===== src/sbc_consts.svh =====
// Contract
// [RULE1] Rules apply only with clock enable steady high
// [RULE2] Idle only after precharge period elapsed
// [RULE3] Row active after activate delay, no burst
// [RULE4] Read/write state lasts until burst ends
// [RULE5] No same-bank commands during busy states
// [RULE6] Precharging lasts precharge period, then idle
// [RULE7] Activating lasts activate delay, then row active
// [RULE8] Auto-precharge burst ends idle after precharge period
// [RULE9] Only NOP during refresh, mode load, precharge-all; cmd_error flags refresh and mode load, not precharge-all, plus terminate with no burst
// [RULE10] Refresh lasts refresh cycle time, all idle
// [RULE11] Mode load lasts mode load delay, all idle
// [RULE12] Precharge-all makes every bank idle after period
// [RULE13] No unlisted state and command combinations
// [RULE14] Refresh or mode load only when all idle
// [RULE15] Precharge-all only from permitted bank states
// [RULE16] Burst terminate hits most recent burst only
// [RULE17] Precharge to idle bank is a no-op
// [RULE18] Interrupted auto-precharge burst self-precharges
// [RULE19] Read-to-read bank handover after read latency
// [RULE20] Mask one clock before write after read
// [RULE21] Mask two clocks before write after auto read
// [RULE22] New command interrupts write when registered
// [RULE23] Select bit high precharges all banks
// [RULE24] Select bit enables auto precharge per burst
// [RULE25] Controller keeps per-bank and global timers
`ifndef SBC_CONSTS_SVH
`define SBC_CONSTS_SVH
`define SBC_NBANKS      4
`define SBC_CNT_W       4
`define SBC_T_RP        4'h3
`define SBC_T_RCD       4'h3
`define SBC_T_MRD       4'h2
`define SBC_T_RC        4'h8
`define SBC_T_WR        4'h2
`define SBC_T_XSR       4'h8
`define SBC_BURST_LEN   4'h4
`define SBC_READ_LAT    4'h3
`define SBC_ONE         4'h1
`define SBC_CMD_W       4
`define SBC_FIFO_DEPTH  8
`endif


===== src/sbc_unused.sv =====
`timescale 1ns/100ps


===== src/sbc_pkg.sv =====
package sbc_pkg;
  typedef enum logic [2:0] {
    SBC_CMD_NOP, SBC_CMD_ACT, SBC_CMD_RD, SBC_CMD_WR,
    SBC_CMD_BST, SBC_CMD_PRE, SBC_CMD_REF, SBC_CMD_MRS
  } sbc_cmd_type;
  typedef enum logic [3:0] {
    SBC_IDLE, SBC_ACTIVATING, SBC_ROW_ACTIVE, SBC_READ, SBC_WRITE,
    SBC_READ_AP, SBC_WRITE_AP, SBC_WR_RECOVER, SBC_PRECHARGING
  } sbc_bank_state_type;
endpackage : sbc_pkg


===== src/sbc_cmd_if.sv =====
`timescale 1ns/100ps
// Decoded command stream between the pin stage and the tracker
interface sbc_cmd_if;
  import sbc_pkg::*;
  logic        valid;
  logic        ready;
  logic [7:0]  word;
  modport src  (output valid, output word, input ready);
  modport sink (input valid, input word, output ready);
endinterface : sbc_cmd_if


===== src/sbc_fifo.sv =====
`timescale 1ns/100ps
module sbc_fifo #(
  parameter int WIDTH = 8,
  parameter int DEPTH = 8
) (
  // Clock and reset
  input  wire logic             clk,
  input  wire logic             rstn,
  // Fill side
  input  wire logic             in_valid,
  output logic                  in_ready,
  input  wire logic [WIDTH-1:0] in_data,
  // Drain side
  output logic                  out_valid,
  input  wire logic             out_ready,
  output logic [WIDTH-1:0]      out_data
);
  localparam int AW = $clog2(DEPTH);
  logic [WIDTH-1:0] mem [DEPTH];
  logic [AW-1:0]    wptr;
  logic [AW-1:0]    rptr;
  logic [AW:0]      count;
  logic             push;
  logic             pop;

  // Handshake terms
  assign push      = in_valid && in_ready;
  assign pop       = out_valid && out_ready;
  assign in_ready  = (count != (AW+1)'(DEPTH));
  assign out_valid = (count != '0);
  assign out_data  = mem[rptr];

  // Storage
  always_ff @(posedge clk) begin
    if (push) begin
      mem[wptr] <= in_data;
    end
  end

  // Pointers and fill level
  always_ff @(posedge clk or negedge rstn) begin
    if (!rstn) begin
      wptr  <= '0;
      rptr  <= '0;
      count <= '0;
    end else begin
      if (push) begin
        wptr <= (wptr == AW'(DEPTH-1)) ? '0 : wptr + 1'b1;
      end
      if (pop) begin
        rptr <= (rptr == AW'(DEPTH-1)) ? '0 : rptr + 1'b1;
      end
      count <= count + (AW+1)'(push) - (AW+1)'(pop);
    end
  end
endmodule : sbc_fifo


===== src/sbc_bank_tracker.sv =====
`timescale 1ns/100ps
`include "sbc_consts.svh"
module sbc_bank_tracker
  import sbc_pkg::*;
(
  // Clock and reset
  input  wire logic       clk,
  input  wire logic       rstn,
  // Command pins
  input  wire logic       cke,
  input  wire logic       cs_n,
  input  wire logic       ras_n,
  input  wire logic       cas_n,
  input  wire logic       we_n,
  input  wire logic [1:0] bank_select_lines,
  input  wire logic       auto_precharge_select_bit,
  input  wire logic       sr_exit,
  // Status
  output logic [3:0]      bank_idle,
  output logic [3:0]      bank_row_active,
  output logic            all_idle,
  output logic            global_busy,
  output logic            read_data_start,
  output logic            cmd_error,
  output logic            stall
);
  // Pin synchronisers
  logic [8:0] pin_s1;
  logic [8:0] pin_s2;
  logic       cke_prev;
  logic       cke_now;
  logic       sr_now;
  logic       rules_on;
  sbc_cmd_type cmd_dec;
  sbc_cmd_if  cif ();

  always_ff @(posedge clk or negedge rstn) begin
    if (!rstn) begin
      pin_s1 <= 9'h1E0;
      pin_s2 <= 9'h1E0;
    end else begin
      pin_s1 <= {cs_n, ras_n, cas_n, we_n, bank_select_lines,
                 auto_precharge_select_bit, cke, sr_exit};
      pin_s2 <= pin_s1;
    end
  end
  assign cke_now = pin_s2[1];
  assign sr_now  = pin_s2[0];

  // Command decode from synchronised pins
  always_comb begin
    case (pin_s2[8:5])
      4'h3:    cmd_dec = SBC_CMD_ACT;
      4'h5:    cmd_dec = SBC_CMD_RD;
      4'h4:    cmd_dec = SBC_CMD_WR;
      4'h6:    cmd_dec = SBC_CMD_BST;
      4'h2:    cmd_dec = SBC_CMD_PRE;
      4'h1:    cmd_dec = SBC_CMD_REF;
      4'h0:    cmd_dec = SBC_CMD_MRS;
      default: cmd_dec = SBC_CMD_NOP;
    endcase
  end

  // Self refresh exit delay and clock enable history
  logic [`SBC_CNT_W-1:0] xsr_cnt;
  always_ff @(posedge clk or negedge rstn) begin
    if (!rstn) begin
      cke_prev <= 1'b0;
      xsr_cnt  <= '0;
    end else begin
      cke_prev <= cke_now;
      if (sr_now) begin
        xsr_cnt <= `SBC_T_XSR;
      end else if (xsr_cnt != '0) begin
        xsr_cnt <= xsr_cnt - `SBC_ONE;
      end
    end
  end
  assign rules_on = cke_prev && cke_now && (xsr_cnt == '0); // RULE1

  // Commands queue here; out_ready is tied high, so the tracker never applies back-pressure
  sbc_fifo #(.WIDTH(8), .DEPTH(`SBC_FIFO_DEPTH)) u_fifo (
    .clk       (clk),
    .rstn      (rstn),
    .in_valid  (rules_on && (cmd_dec != SBC_CMD_NOP)),
    .in_ready  (cif.ready),
    .in_data   ({2'b00, 3'(cmd_dec), pin_s2[4:2]}),
    .out_valid (cif.valid),
    .out_ready (1'b1), // Tracker takes one command every cycle
    .out_data  (cif.word)
  );

  // Unpacked command from the queue
  sbc_cmd_type c_cmd;
  logic [1:0]  c_bank;
  logic        c_ap;
  logic        take;
  assign c_cmd  = sbc_cmd_type'(cif.word[5:3]);
  assign c_bank = cif.word[2:1];
  assign c_ap   = cif.word[0]; // RULE24
  assign take   = cif.valid;

  // Per-bank state and timers
  sbc_bank_state_type    bst  [`SBC_NBANKS];
  logic [`SBC_CNT_W-1:0] bcnt [`SBC_NBANKS];
  logic [`SBC_CNT_W-1:0] gcnt;
  logic [1:0]            last_bank;
  logic                  last_valid;
  logic [`SBC_NBANKS-1:0] hit;
  logic [`SBC_NBANKS-1:0] idle_v;
  logic [`SBC_NBANKS-1:0] act_v;
  logic [`SBC_NBANKS-1:0] burst_v;
  logic                   is_burst;
  assign is_burst = take && (c_cmd == SBC_CMD_RD || c_cmd == SBC_CMD_WR);

  // Global refresh and mode load timer
  always_ff @(posedge clk or negedge rstn) begin
    if (!rstn) begin
      gcnt <= '0;
    end else if (take && c_cmd == SBC_CMD_REF && (&idle_v)) begin
      gcnt <= `SBC_T_RC; // RULE10
    end else if (take && c_cmd == SBC_CMD_MRS && (&idle_v)) begin
      gcnt <= `SBC_T_MRD; // RULE11
    end else if (gcnt != '0) begin
      gcnt <= gcnt - `SBC_ONE;
    end
  end

  // Most recent burst owner for terminate
  always_ff @(posedge clk or negedge rstn) begin
    if (!rstn) begin
      last_bank  <= '0;
      last_valid <= 1'b0;
    end else if (is_burst) begin
      last_bank  <= c_bank; // RULE16
      last_valid <= 1'b1;
    end else if (take && c_cmd == SBC_CMD_BST) begin
      last_valid <= 1'b0;
    end
  end

  genvar gb;
  generate
    for (gb = 0; gb < `SBC_NBANKS; gb++) begin : g_bank
      logic mine;
      logic pre_hit;
      assign mine    = take && (c_bank == 2'(gb));
      assign pre_hit = take && c_cmd == SBC_CMD_PRE && (c_ap || c_bank == 2'(gb)); // RULE23
      assign idle_v[gb]  = (bst[gb] == SBC_IDLE); // RULE2
      assign act_v[gb]   = (bst[gb] == SBC_ROW_ACTIVE); // RULE3
      assign burst_v[gb] = (bst[gb] == SBC_READ || bst[gb] == SBC_WRITE);
      assign hit[gb]     = mine;

      always_ff @(posedge clk or negedge rstn) begin
        if (!rstn) begin
          bst[gb]  <= SBC_IDLE;
          bcnt[gb] <= '0;
        end else begin
          case (bst[gb])
            SBC_IDLE: begin
              if (mine && c_cmd == SBC_CMD_ACT && gcnt == '0) begin
                bst[gb]  <= SBC_ACTIVATING; // RULE7
                bcnt[gb] <= `SBC_T_RCD;
              end
            end
            SBC_ACTIVATING, SBC_PRECHARGING: begin
              if (bcnt[gb] > `SBC_ONE) begin
                bcnt[gb] <= bcnt[gb] - `SBC_ONE;
              end else begin
                bcnt[gb] <= '0;
                bst[gb]  <= (bst[gb] == SBC_ACTIVATING) ? SBC_ROW_ACTIVE : SBC_IDLE; // RULE6
              end
            end
            SBC_ROW_ACTIVE, SBC_READ, SBC_WRITE: begin
              if (pre_hit) begin
                bst[gb]  <= SBC_PRECHARGING; // RULE12
                bcnt[gb] <= `SBC_T_RP;
              end else if (mine && c_cmd == SBC_CMD_RD) begin
                bst[gb]  <= c_ap ? SBC_READ_AP : SBC_READ; // RULE4
                bcnt[gb] <= `SBC_BURST_LEN;
              end else if (mine && c_cmd == SBC_CMD_WR) begin
                bst[gb]  <= c_ap ? SBC_WRITE_AP : SBC_WRITE;
                bcnt[gb] <= `SBC_BURST_LEN;
              end else if (bst[gb] != SBC_ROW_ACTIVE) begin
                if ((take && c_cmd == SBC_CMD_BST && last_valid && last_bank == 2'(gb))
                    || is_burst || bcnt[gb] <= `SBC_ONE) begin
                  bst[gb]  <= SBC_ROW_ACTIVE; // RULE22
                  bcnt[gb] <= '0;
                end else begin
                  bcnt[gb] <= bcnt[gb] - `SBC_ONE;
                end
              end
            end
            SBC_READ_AP: begin
              if (is_burst || bcnt[gb] <= `SBC_ONE) begin
                bst[gb]  <= SBC_PRECHARGING; // RULE18
                bcnt[gb] <= `SBC_T_RP; // RULE8
              end else begin
                bcnt[gb] <= bcnt[gb] - `SBC_ONE;
              end
            end
            SBC_WRITE_AP: begin
              if (is_burst || bcnt[gb] <= `SBC_ONE) begin
                bst[gb]  <= SBC_WR_RECOVER; // RULE18
                bcnt[gb] <= `SBC_T_WR;
              end else begin
                bcnt[gb] <= bcnt[gb] - `SBC_ONE;
              end
            end
            SBC_WR_RECOVER: begin
              if (bcnt[gb] > `SBC_ONE) begin
                bcnt[gb] <= bcnt[gb] - `SBC_ONE;
              end else begin
                bst[gb]  <= SBC_PRECHARGING;
                bcnt[gb] <= `SBC_T_RP;
              end
            end
            default: begin
              bst[gb]  <= SBC_IDLE;
              bcnt[gb] <= '0;
            end
          endcase
        end
      end
    end
  endgenerate

  // Read data window start after read latency
  logic [`SBC_CNT_W-1:0] rl_cnt;
  always_ff @(posedge clk or negedge rstn) begin
    if (!rstn) begin
      rl_cnt <= '0;
    end else if (take && c_cmd == SBC_CMD_RD) begin
      rl_cnt <= `SBC_READ_LAT; // RULE19
    end else if (rl_cnt != '0) begin
      rl_cnt <= rl_cnt - `SBC_ONE;
    end
  end

  // Registered status outputs; precharge to idle bank changes nothing
  always_ff @(posedge clk or negedge rstn) begin
    if (!rstn) begin
      bank_idle       <= 4'hF;
      bank_row_active <= 4'h0;
      all_idle        <= 1'b1;
      global_busy     <= 1'b0;
      read_data_start <= 1'b0;
      cmd_error       <= 1'b0;
      stall           <= 1'b0;
    end else begin
      bank_idle       <= idle_v; // RULE17
      bank_row_active <= act_v;
      all_idle        <= (&idle_v) && gcnt == '0;
      global_busy     <= (gcnt != '0);
      read_data_start <= (rl_cnt == `SBC_ONE);
      cmd_error       <= take && ((gcnt != '0)
                          || ((c_cmd == SBC_CMD_REF || c_cmd == SBC_CMD_MRS) && !(&idle_v))
                          || (c_cmd == SBC_CMD_BST && !last_valid)); // RULE14
      stall           <= !cif.ready;
    end
  end

  // Assertions
  property p_idle_after_pre;
    @(posedge clk) disable iff (!rstn)
      (take && c_cmd == SBC_CMD_PRE && c_ap && act_v[0])
      |=> (bst[0] == SBC_PRECHARGING) ##3 (bst[0] == SBC_IDLE);
  endproperty
  a_idle_after_pre: assert property (p_idle_after_pre) // RULE6
    else $error("precharge did not end idle after period");

  property p_act_timing;
    @(posedge clk) disable iff (!rstn)
      (bst[0] == SBC_IDLE && hit[0] && c_cmd == SBC_CMD_ACT && gcnt == '0)
      |=> (bst[0] == SBC_ACTIVATING)[*3] ##1 (bst[0] == SBC_ROW_ACTIVE);
  endproperty
  a_act_timing: assert property (p_act_timing) // RULE7
    else $error("activate delay wrong");

  property p_ref_busy;
    @(posedge clk) disable iff (!rstn)
      (take && c_cmd == SBC_CMD_REF && (&idle_v) && gcnt == '0)
      |=> (gcnt == `SBC_T_RC) ##8 (gcnt == '0);
  endproperty
  a_ref_busy: assert property (p_ref_busy) // RULE10
    else $error("refresh timer not loaded");

  property p_read_lat;
    @(posedge clk) disable iff (!rstn)
      (take && c_cmd == SBC_CMD_RD) |-> ##4 read_data_start;
  endproperty
  a_read_lat: assert property (p_read_lat) // RULE19
    else $error("read data start misplaced");

  property p_ap_interrupt;
    @(posedge clk) disable iff (!rstn)
      (bst[1] == SBC_READ_AP && is_burst && c_bank != 2'd1)
      |=> (bst[1] == SBC_PRECHARGING);
  endproperty
  a_ap_interrupt: assert property (p_ap_interrupt) // RULE18
    else $error("interrupted auto precharge burst did not precharge");

  property p_pre_idle_nop;
    @(posedge clk) disable iff (!rstn)
      (bst[2] == SBC_IDLE && take && c_cmd == SBC_CMD_PRE) |=> (bst[2] == SBC_IDLE);
  endproperty
  a_pre_idle_nop: assert property (p_pre_idle_nop) // RULE17
    else $error("precharge changed idle bank");

  property p_rules_gate;
    @(posedge clk) disable iff (!rstn)
      (!cke_prev) |=> $stable(u_fifo.wptr);
  endproperty
  a_rules_gate: assert property (p_rules_gate) // RULE1
    else $error("commands honoured without steady clock enable");

  property p_bst_last;
    @(posedge clk) disable iff (!rstn)
      (take && c_cmd == SBC_CMD_BST && last_valid
       && (bst[last_bank] == SBC_READ || bst[last_bank] == SBC_WRITE))
      |=> (bst[$past(last_bank)] == SBC_ROW_ACTIVE);
  endproperty
  a_bst_last: assert property (p_bst_last) // RULE16
    else $error("terminate missed most recent burst");

  // Busy timers and refusals while a global operation runs
  property p_mode_busy;
    @(posedge clk) disable iff (!rstn)
      (take && c_cmd == SBC_CMD_MRS && (&idle_v) && gcnt == '0)
      |=> (gcnt == `SBC_T_MRD) ##2 (gcnt == '0);
  endproperty
  a_mode_busy: assert property (p_mode_busy) // RULE11
    else $error("mode load timer wrong");

  property p_busy_refused;
    @(posedge clk) disable iff (!rstn)
      (take && gcnt != '0 && c_cmd == SBC_CMD_ACT)
      |=> (cmd_error && (&idle_v));
  endproperty
  a_busy_refused: assert property (p_busy_refused) // RULE9
    else $error("activate honoured during global busy");
endmodule : sbc_bank_tracker


===== config.mk =====
export PLATFORM = sky130hd
export DESIGN_NAME = sbc_bank_tracker
export DESIGN_NICKNAME = d
export VERILOG_FILES = /design/src/sbc_unused.sv /design/src/sbc_pkg.sv /design/src/sbc_cmd_if.sv /design/src/sbc_fifo.sv /design/src/sbc_bank_tracker.sv
export VERILOG_INCLUDE_DIRS = /design/src /design/src/src
export SDC_FILE = /design/constraint.sdc
export NUM_CORES = 1
export LEC_CHECK = 0
export ABC_AREA = 0
export BUFFER_PORTS_ARGS = -buffer_cell sky130_fd_sc_hd__clkbuf_2
export CORE_UTILIZATION = 41
export DETAILED_ROUTE_END_ITERATION = 10
export GPL_TIMING_DRIVEN = 0
export PLACE_DENSITY_LB_ADDON = 0.1
export SETUP_SLACK_MARGIN = 0.15
export SKIP_LAST_GASP = 1
export SLEW_MARGIN = 20
export SYNTH_ARGS = -nofsm -noshare
export SYNTH_HDL_FRONTEND = slang
export SYNTH_SLANG_ARGS = --single-unit

===== constraint.sdc =====
create_clock -name clk -period 3.5 [get_ports clk]
set_input_delay 0.35 -clock clk [delete_from_list [all_inputs] [get_ports clk]]
set_output_delay 0.35 -clock clk [all_outputs]
set_load 0.01 [all_outputs]

Yosys cells after proc, flatten, opt, wreduce, memory -nomap -nowiden
Memories as Yosys holds them, arrays and structs flattened.
Index checks and enable logic that the tools add are counted.
- register bits after elaboration: 89
- logic and storage cells: 344
- memories kept: 1
- bits in writable memories: 48
- output and inout port bits: 13
- reductions and logical operators: 103
- equality and inequality tests: 87
- mux-type cells: 108
- magnitude comparators: 8
- $add $sub $neg: 11
- memory list (memory ; words ; width ; rd ports ; clocked after Yosys merged registers in ; write ports ; RTL line ; RTL):
    u_fifo.mem ; 8 ; 6 ; 1 ; 0 ; 1 ; sbc_fifo.sv:19 ; logic [WIDTH-1:0] mem [DEPTH];
- operators by type and width (operator ; number):
    $mux 4 ; 87
    $pmux 4 s6 ; 8
    $eq 4x3->1 const B ; 19
    $logic_and 1x1->1 ; 45
    $eq 4x2->1 const B ; 10
    $ne 5x5->1 const B ; 8
    $ne 2x2->1 const B ; 16
    $logic_not 4->1 ; 7
    $reduce_and 7->1 ; 4
    $sub 4x1->4 const B ; 7
    $eq 4x1->1 const B ; 6
    $pmux 3 s7 ; 1
    $logic_or 1x1->1 ; 20
    $eq 3x3->1 const B ; 6
    $eq 4x4->1 const B ; 4
    $gt 4x1->1 const B ; 4
    $le 4x1->1 const B ; 4
    $ne 4x2->1 const B ; 4
    $reduce_bool 4->1 ; 4
    $reduce_or 3->1 ; 4
    $mux 2 ; 5
    $mux 3 ; 3
    $eq 2x2->1 const B ; 4
    $ne 2x1->1 const B ; 4
    15 further kinds ; 33

Longest topological paths before layout
An unclocked memory read counts as a cell.
- depth in word-level cells: 13
- gate-level depth with buffers: 13
- depth with buffers taken out: 10

Cells and area by module
Synthesis repeated with hierarchy kept, for this count alone.
- cell total of the unflattened synthesis: 703
- area total of the unflattened synthesis: 8221.6 um^2
- modules (own cells, without submodules) (module ; cells each ; area an instance (um^2) ; times used ; seq. area each (um^2)):
    sbc_bank_tracker ; 553 ; 5123.7 ; 1 ; 1993.2
    sbc_fifo ; 150 ; 3098.0 ; 1 ; 2172.1

Worst setup path before layout
Ideal clock, no wire load.
- path type: register to register
- from: reg u_fifo.rptr[1]
- to: reg bst[4] (netlist name)
- stages on the path, launching flop included: 10
- library setup time: 0.125 ns
- clock period less this slack: 2.856 ns
- buffers on the path: 2
- path slack: 0.644 ns
- arrival: 2.731 ns
- path through: dfrtp_1 buf_4 buf_2 mux4_2 nand2b_1 o21ai_1 o211ai_2 a32oi_2 nand2_2 mux2_4
- cells in the longest elaborated chain, start to end: 9
- elaborated cells on any way between the ends: 33
- those cells by class: 11 x eq/ne; 4 x mux; 17 x reduce/logical; 1 x memory
- RTL lines (item ; RTL line ; RTL):
    from (decl) ; sbc_fifo.sv:21 ; logic [AW-1:0] rptr;
    from (signal assigned) ; sbc_fifo.sv:51 ; rptr <= (rptr == AW'(DEPTH-1)) ? '0 : rptr + 1'b1;
    $mem_v2 8x6 (*) ; n/a ;
    $eq 3x3->1 ; sbc_bank_tracker.sv:185 ; if ((take && c_cmd == SBC_CMD_BST && last_valid && last_bank == 2'(gb))
    $logic_and 1x1->1 (3 in series) ; sbc_bank_tracker.sv:185 ;
    $logic_or 1x1->1 ; sbc_bank_tracker.sv:186 ; || is_burst || bcnt[gb] <= `SBC_ONE) begin
    $logic_or 1x1->1 (no line) ; n/a ;
    $ne 5x5->1 (no line) ; n/a ;
    $reduce_and 7->1 (no line) ; n/a ;
    to (signal, indexed assignment) ; sbc_bank_tracker.sv:171 ; bst[gb] <= (bst[gb] == SBC_ACTIVATING) ? SBC_ROW_ACTIVE : SBC_IDLE;
    to (signal, indexed assignment) ; sbc_bank_tracker.sv:179 ; bst[gb] <= c_ap ? SBC_READ_AP : SBC_READ;
    to (signal, indexed assignment) ; sbc_bank_tracker.sv:182 ; bst[gb] <= c_ap ? SBC_WRITE_AP : SBC_WRITE;
    to (decl) ; sbc_bank_tracker.sv:104 ; sbc_bank_state_type bst [`SBC_NBANKS];
Mark *: on every way between the ends. The rest lies on a longest branch, timed or not.
A chain may end at the register's enable or synchronous reset.

Final worst setup path
- from: reg u_fifo.rptr[1]
- to: reg bst[13] (netlist name)
The elaborated chain is that of the path after synthesis.

==> flow_summary.toml <==
[clock_tree]
cts_buffer_depth = 2
insertion_delay_ps = 420
numCtsBuffers = 17
cts.clk_slew.worst_paths_ps = 60
root_buffer = "clkbuf_16"
cts.sinks = 137
cts_tree = "yes"
htree_num_levels = 4

[die]
io_pins = 24
start_util_pct = 41.8
dieArea_sq_um = 18800
core_sq_um = 17900
std_cell_rows = 49
die_y_um = 137
die_w_um = 137

[place]
gp_congestion = 0.859
placed_cell_area_sq_um = 7890
port_buffers = 23
dp.cells = 946
place_ws_ps = -2.01
post-dp-hpwl_mm = 11.7

[yosys]
synthTopCellsByArea = "dfrtp_1 25%, edfxtp_1 19%, dfstp_2 4.6%, mux4_2 4.2%, ha_1 3.8%"
synth.most_common_cell = "dfrtp_1"
avgSynthCellArea_sq_um = 10.8
async_flop_share_pct = 65.0
netlist_area_sq_um = 7480
yosysUniqueCellTypes = 85
synth_largest_area_cell = "dfrtp_1"
synth_seq_area_share_pct = 49.3
yosysWarnings = 0
synthCells = 694
synth-edff-count = 48
syn-num-nets = 729
ys.flop_type = "dfrtp_1"
synth_seq_cells = 137
synthDominantCellAreaShare_pct = 25.4
synth_commonest_cells = "76 x dfrtp_1, 61 x nand2_1, 60 x nor2_1"

[global_routing]
grt_pass1_wl_mm = 27.2
first_global_vias = 5246
grt_util_all_layers_pct = 19.1
grt_overflow = 0
grt_max_degree = 90
antenna_found_initial = 0

[final_layout]
nNetsFinal = 780
area_growth_pct = 15.3
final_cells = 987
nFillCells = 1624
finish.utilization_pct = 48.2
fin_area_sq_um = 8620
drive_above_1_share_pct = 18.3
n_antenna_cell = 0

[pwr]
ir_drop_mv = 0.384
p_leak_nw = 3.41
power_mw = 9.15
powerDensity_nw_per_um2 = 1060

[routing]
route.detailed.drc = 0
post_drt_wl_per_cell_um = 17.0
drtAntennaViolNets = 0
drt_iter0_drc = 391
drt-total-wl_mm = 16.8
viasPerCell = 5.56
num_vias = 5488
drt-pass1-iter-count = 5

[worst_setup_path]
path_class = "reg2reg"
crit_path_end_kind = "flop"
crit_start = "u_fifo.rptr[1]$_DFFE_PN0N_"
endpoint = "bst[13]$_DFFE_PN0P_"
crit_path_start_kind = "flop"
cp_max_fo = 10
worstRegToRegCells = 10
timing.rr.start = "u_fifo.rptr[1]$_DFFE_PN0N_"
required_ps = 3820
worstReg2RegEnd = "bst[13]$_DFFE_PN0P_"
critical_path_arrival_ps = 3530
reg2reg_slack_ps = 290

[min_path]
hold_class = "in2async"

[run]
maxCapViolations = 0

[timing]
maxSlewHeadroom_pct = 32.5
final-max-slew-violation-count = 0
setup-violations-final = 0
tightest_slew_ps = 1010
fin_worst_skew_ps = 11.1
hold_violations = 9
rsz0062_at_grt = "false"
fin_ws_ps = 291
min_period_ps = 3210
hold_ws_ps = -24.8
period_share_pct = 91.7
setup-tns-final_ps = 0
fmax_ghz = 0.312

[status]
outcome = "complete, but fails checks"
violations = "negative hold slack"
cells by family after synthesis:
family                     synth area share [%]
buffers and inverters                      4.67
AOI/OAI and AO/OA                          16.6
xor gates and xnor gates                   1.41
and+or+nand+nor                            16.6
DFF                                        49.3
adders and majority gates                  4.12
muxes                                      7.34
how the worst min path moves through the flow:
stage | from | cells after the start | slack, ps | end
after CTS | cke | 1 | 20 | pin_s1[1]$_DFF_PN0_
after global placement | pin_s1[0]$_DFF_PN0_ | 0 | 330 | pin_s2[0]$_DFF_PN0_
after global routing | bank_select_lines[0] | 1 | 20 | pin_s1[3]$_DFF_PN0_
after detailed placement | pin_s1[2]$_DFF_PN0_ | 0 | 340 | pin_s2[2]$_DFF_PN0_
after floorplan | rstn | 0 | 50 | bank_row_active[0]$_DFF_PN0_
final | rstn | 1 | -20 | bcnt[7]$_DFFE_PN0P_
state kept, by name (all words and copies together) (netlist names):
register         count
all_idle             1
cke_prev             1
bst                 16
last_bank            2
last_valid           1
xsr_cnt              4
read_data_start      1
bank_idle            4
gcnt                 4
stall                1
rl_cnt               4
cmd_error            1
u_fifo.wptr          3
u_fifo.count         4
u_fifo.mem          48
pin_s1               9
u_fifo.rptr          3
global_busy          1
pin_s2               9
bank_row_active      4
bcnt                16
worst max-delay path: stages (launching register included):
cell and delay, ps:
dfrtp_1 360, buf_4 190, buf_2 290, mux4_2 570, nor3_1 190, a21o_1 260
o211ai_4 160, a32oi_4 350, nand3b_2 240, mux2_1 380, o211ai_1 110
layout by cell type (no fill, tap or decap), types with 13 or more instances in the layout:
master     Yosys  final
ha_1          23     23
clkbuf_16      0     18
a21oi_1       23     23
dfrtp_1       76     76
nand2_1       61     61
o21ai_0       36     35
clkbuf_2       0     24
dfstp_2       13     13
nor3_1        27     25
nor2_1        60     60
edfxtp_1      48     48
inv_1         38     38
mux4_2        14     14
clkbuf_1      23     20
nand3_1       23     23
nor2b_1       13     13
metal layers:
metal | vias to the layer above | track usage [%] | wire, um
met3 | 26 | 3.78 | 624
met4 | 0 | 7.69 | 381
met5 | - | 0 | 0
met2 | 125 | 30.3 | 7940
met1 | 2673 | 25.5 | 7870
li1 | 2664 | - | -
cell type report:
class                   count  area, sq um  area share [%]
clock buffers              18          450            5.22
inverters                  38          143            1.65
repair buffers             32          201            2.34
well taps                 229          287            3.32
multi-input cells         483         3520            40.8
clock inverters            14          129            1.49
plain buffers              36          210            2.44
flip-flops and latches    137         3680            42.7
report_power, final:
part / internal (mW) / switching (mW)
sequential: 2.06 / 0.286
combinational: 2.09 / 2.98
clock: 0.979 / 0.759
total: 5.13 / 4.03
what timing repair did:
item                                    CTS  global route
buffers inserted                          3             2
endpoints found under the setup margin   34            62
pin swaps                                 0             3
gates resized for setup                   7            10
endpoints found under the hold margin     4             0
hold buffers                              4             0
No activity file was read; power rests on OpenSTA's default activity.
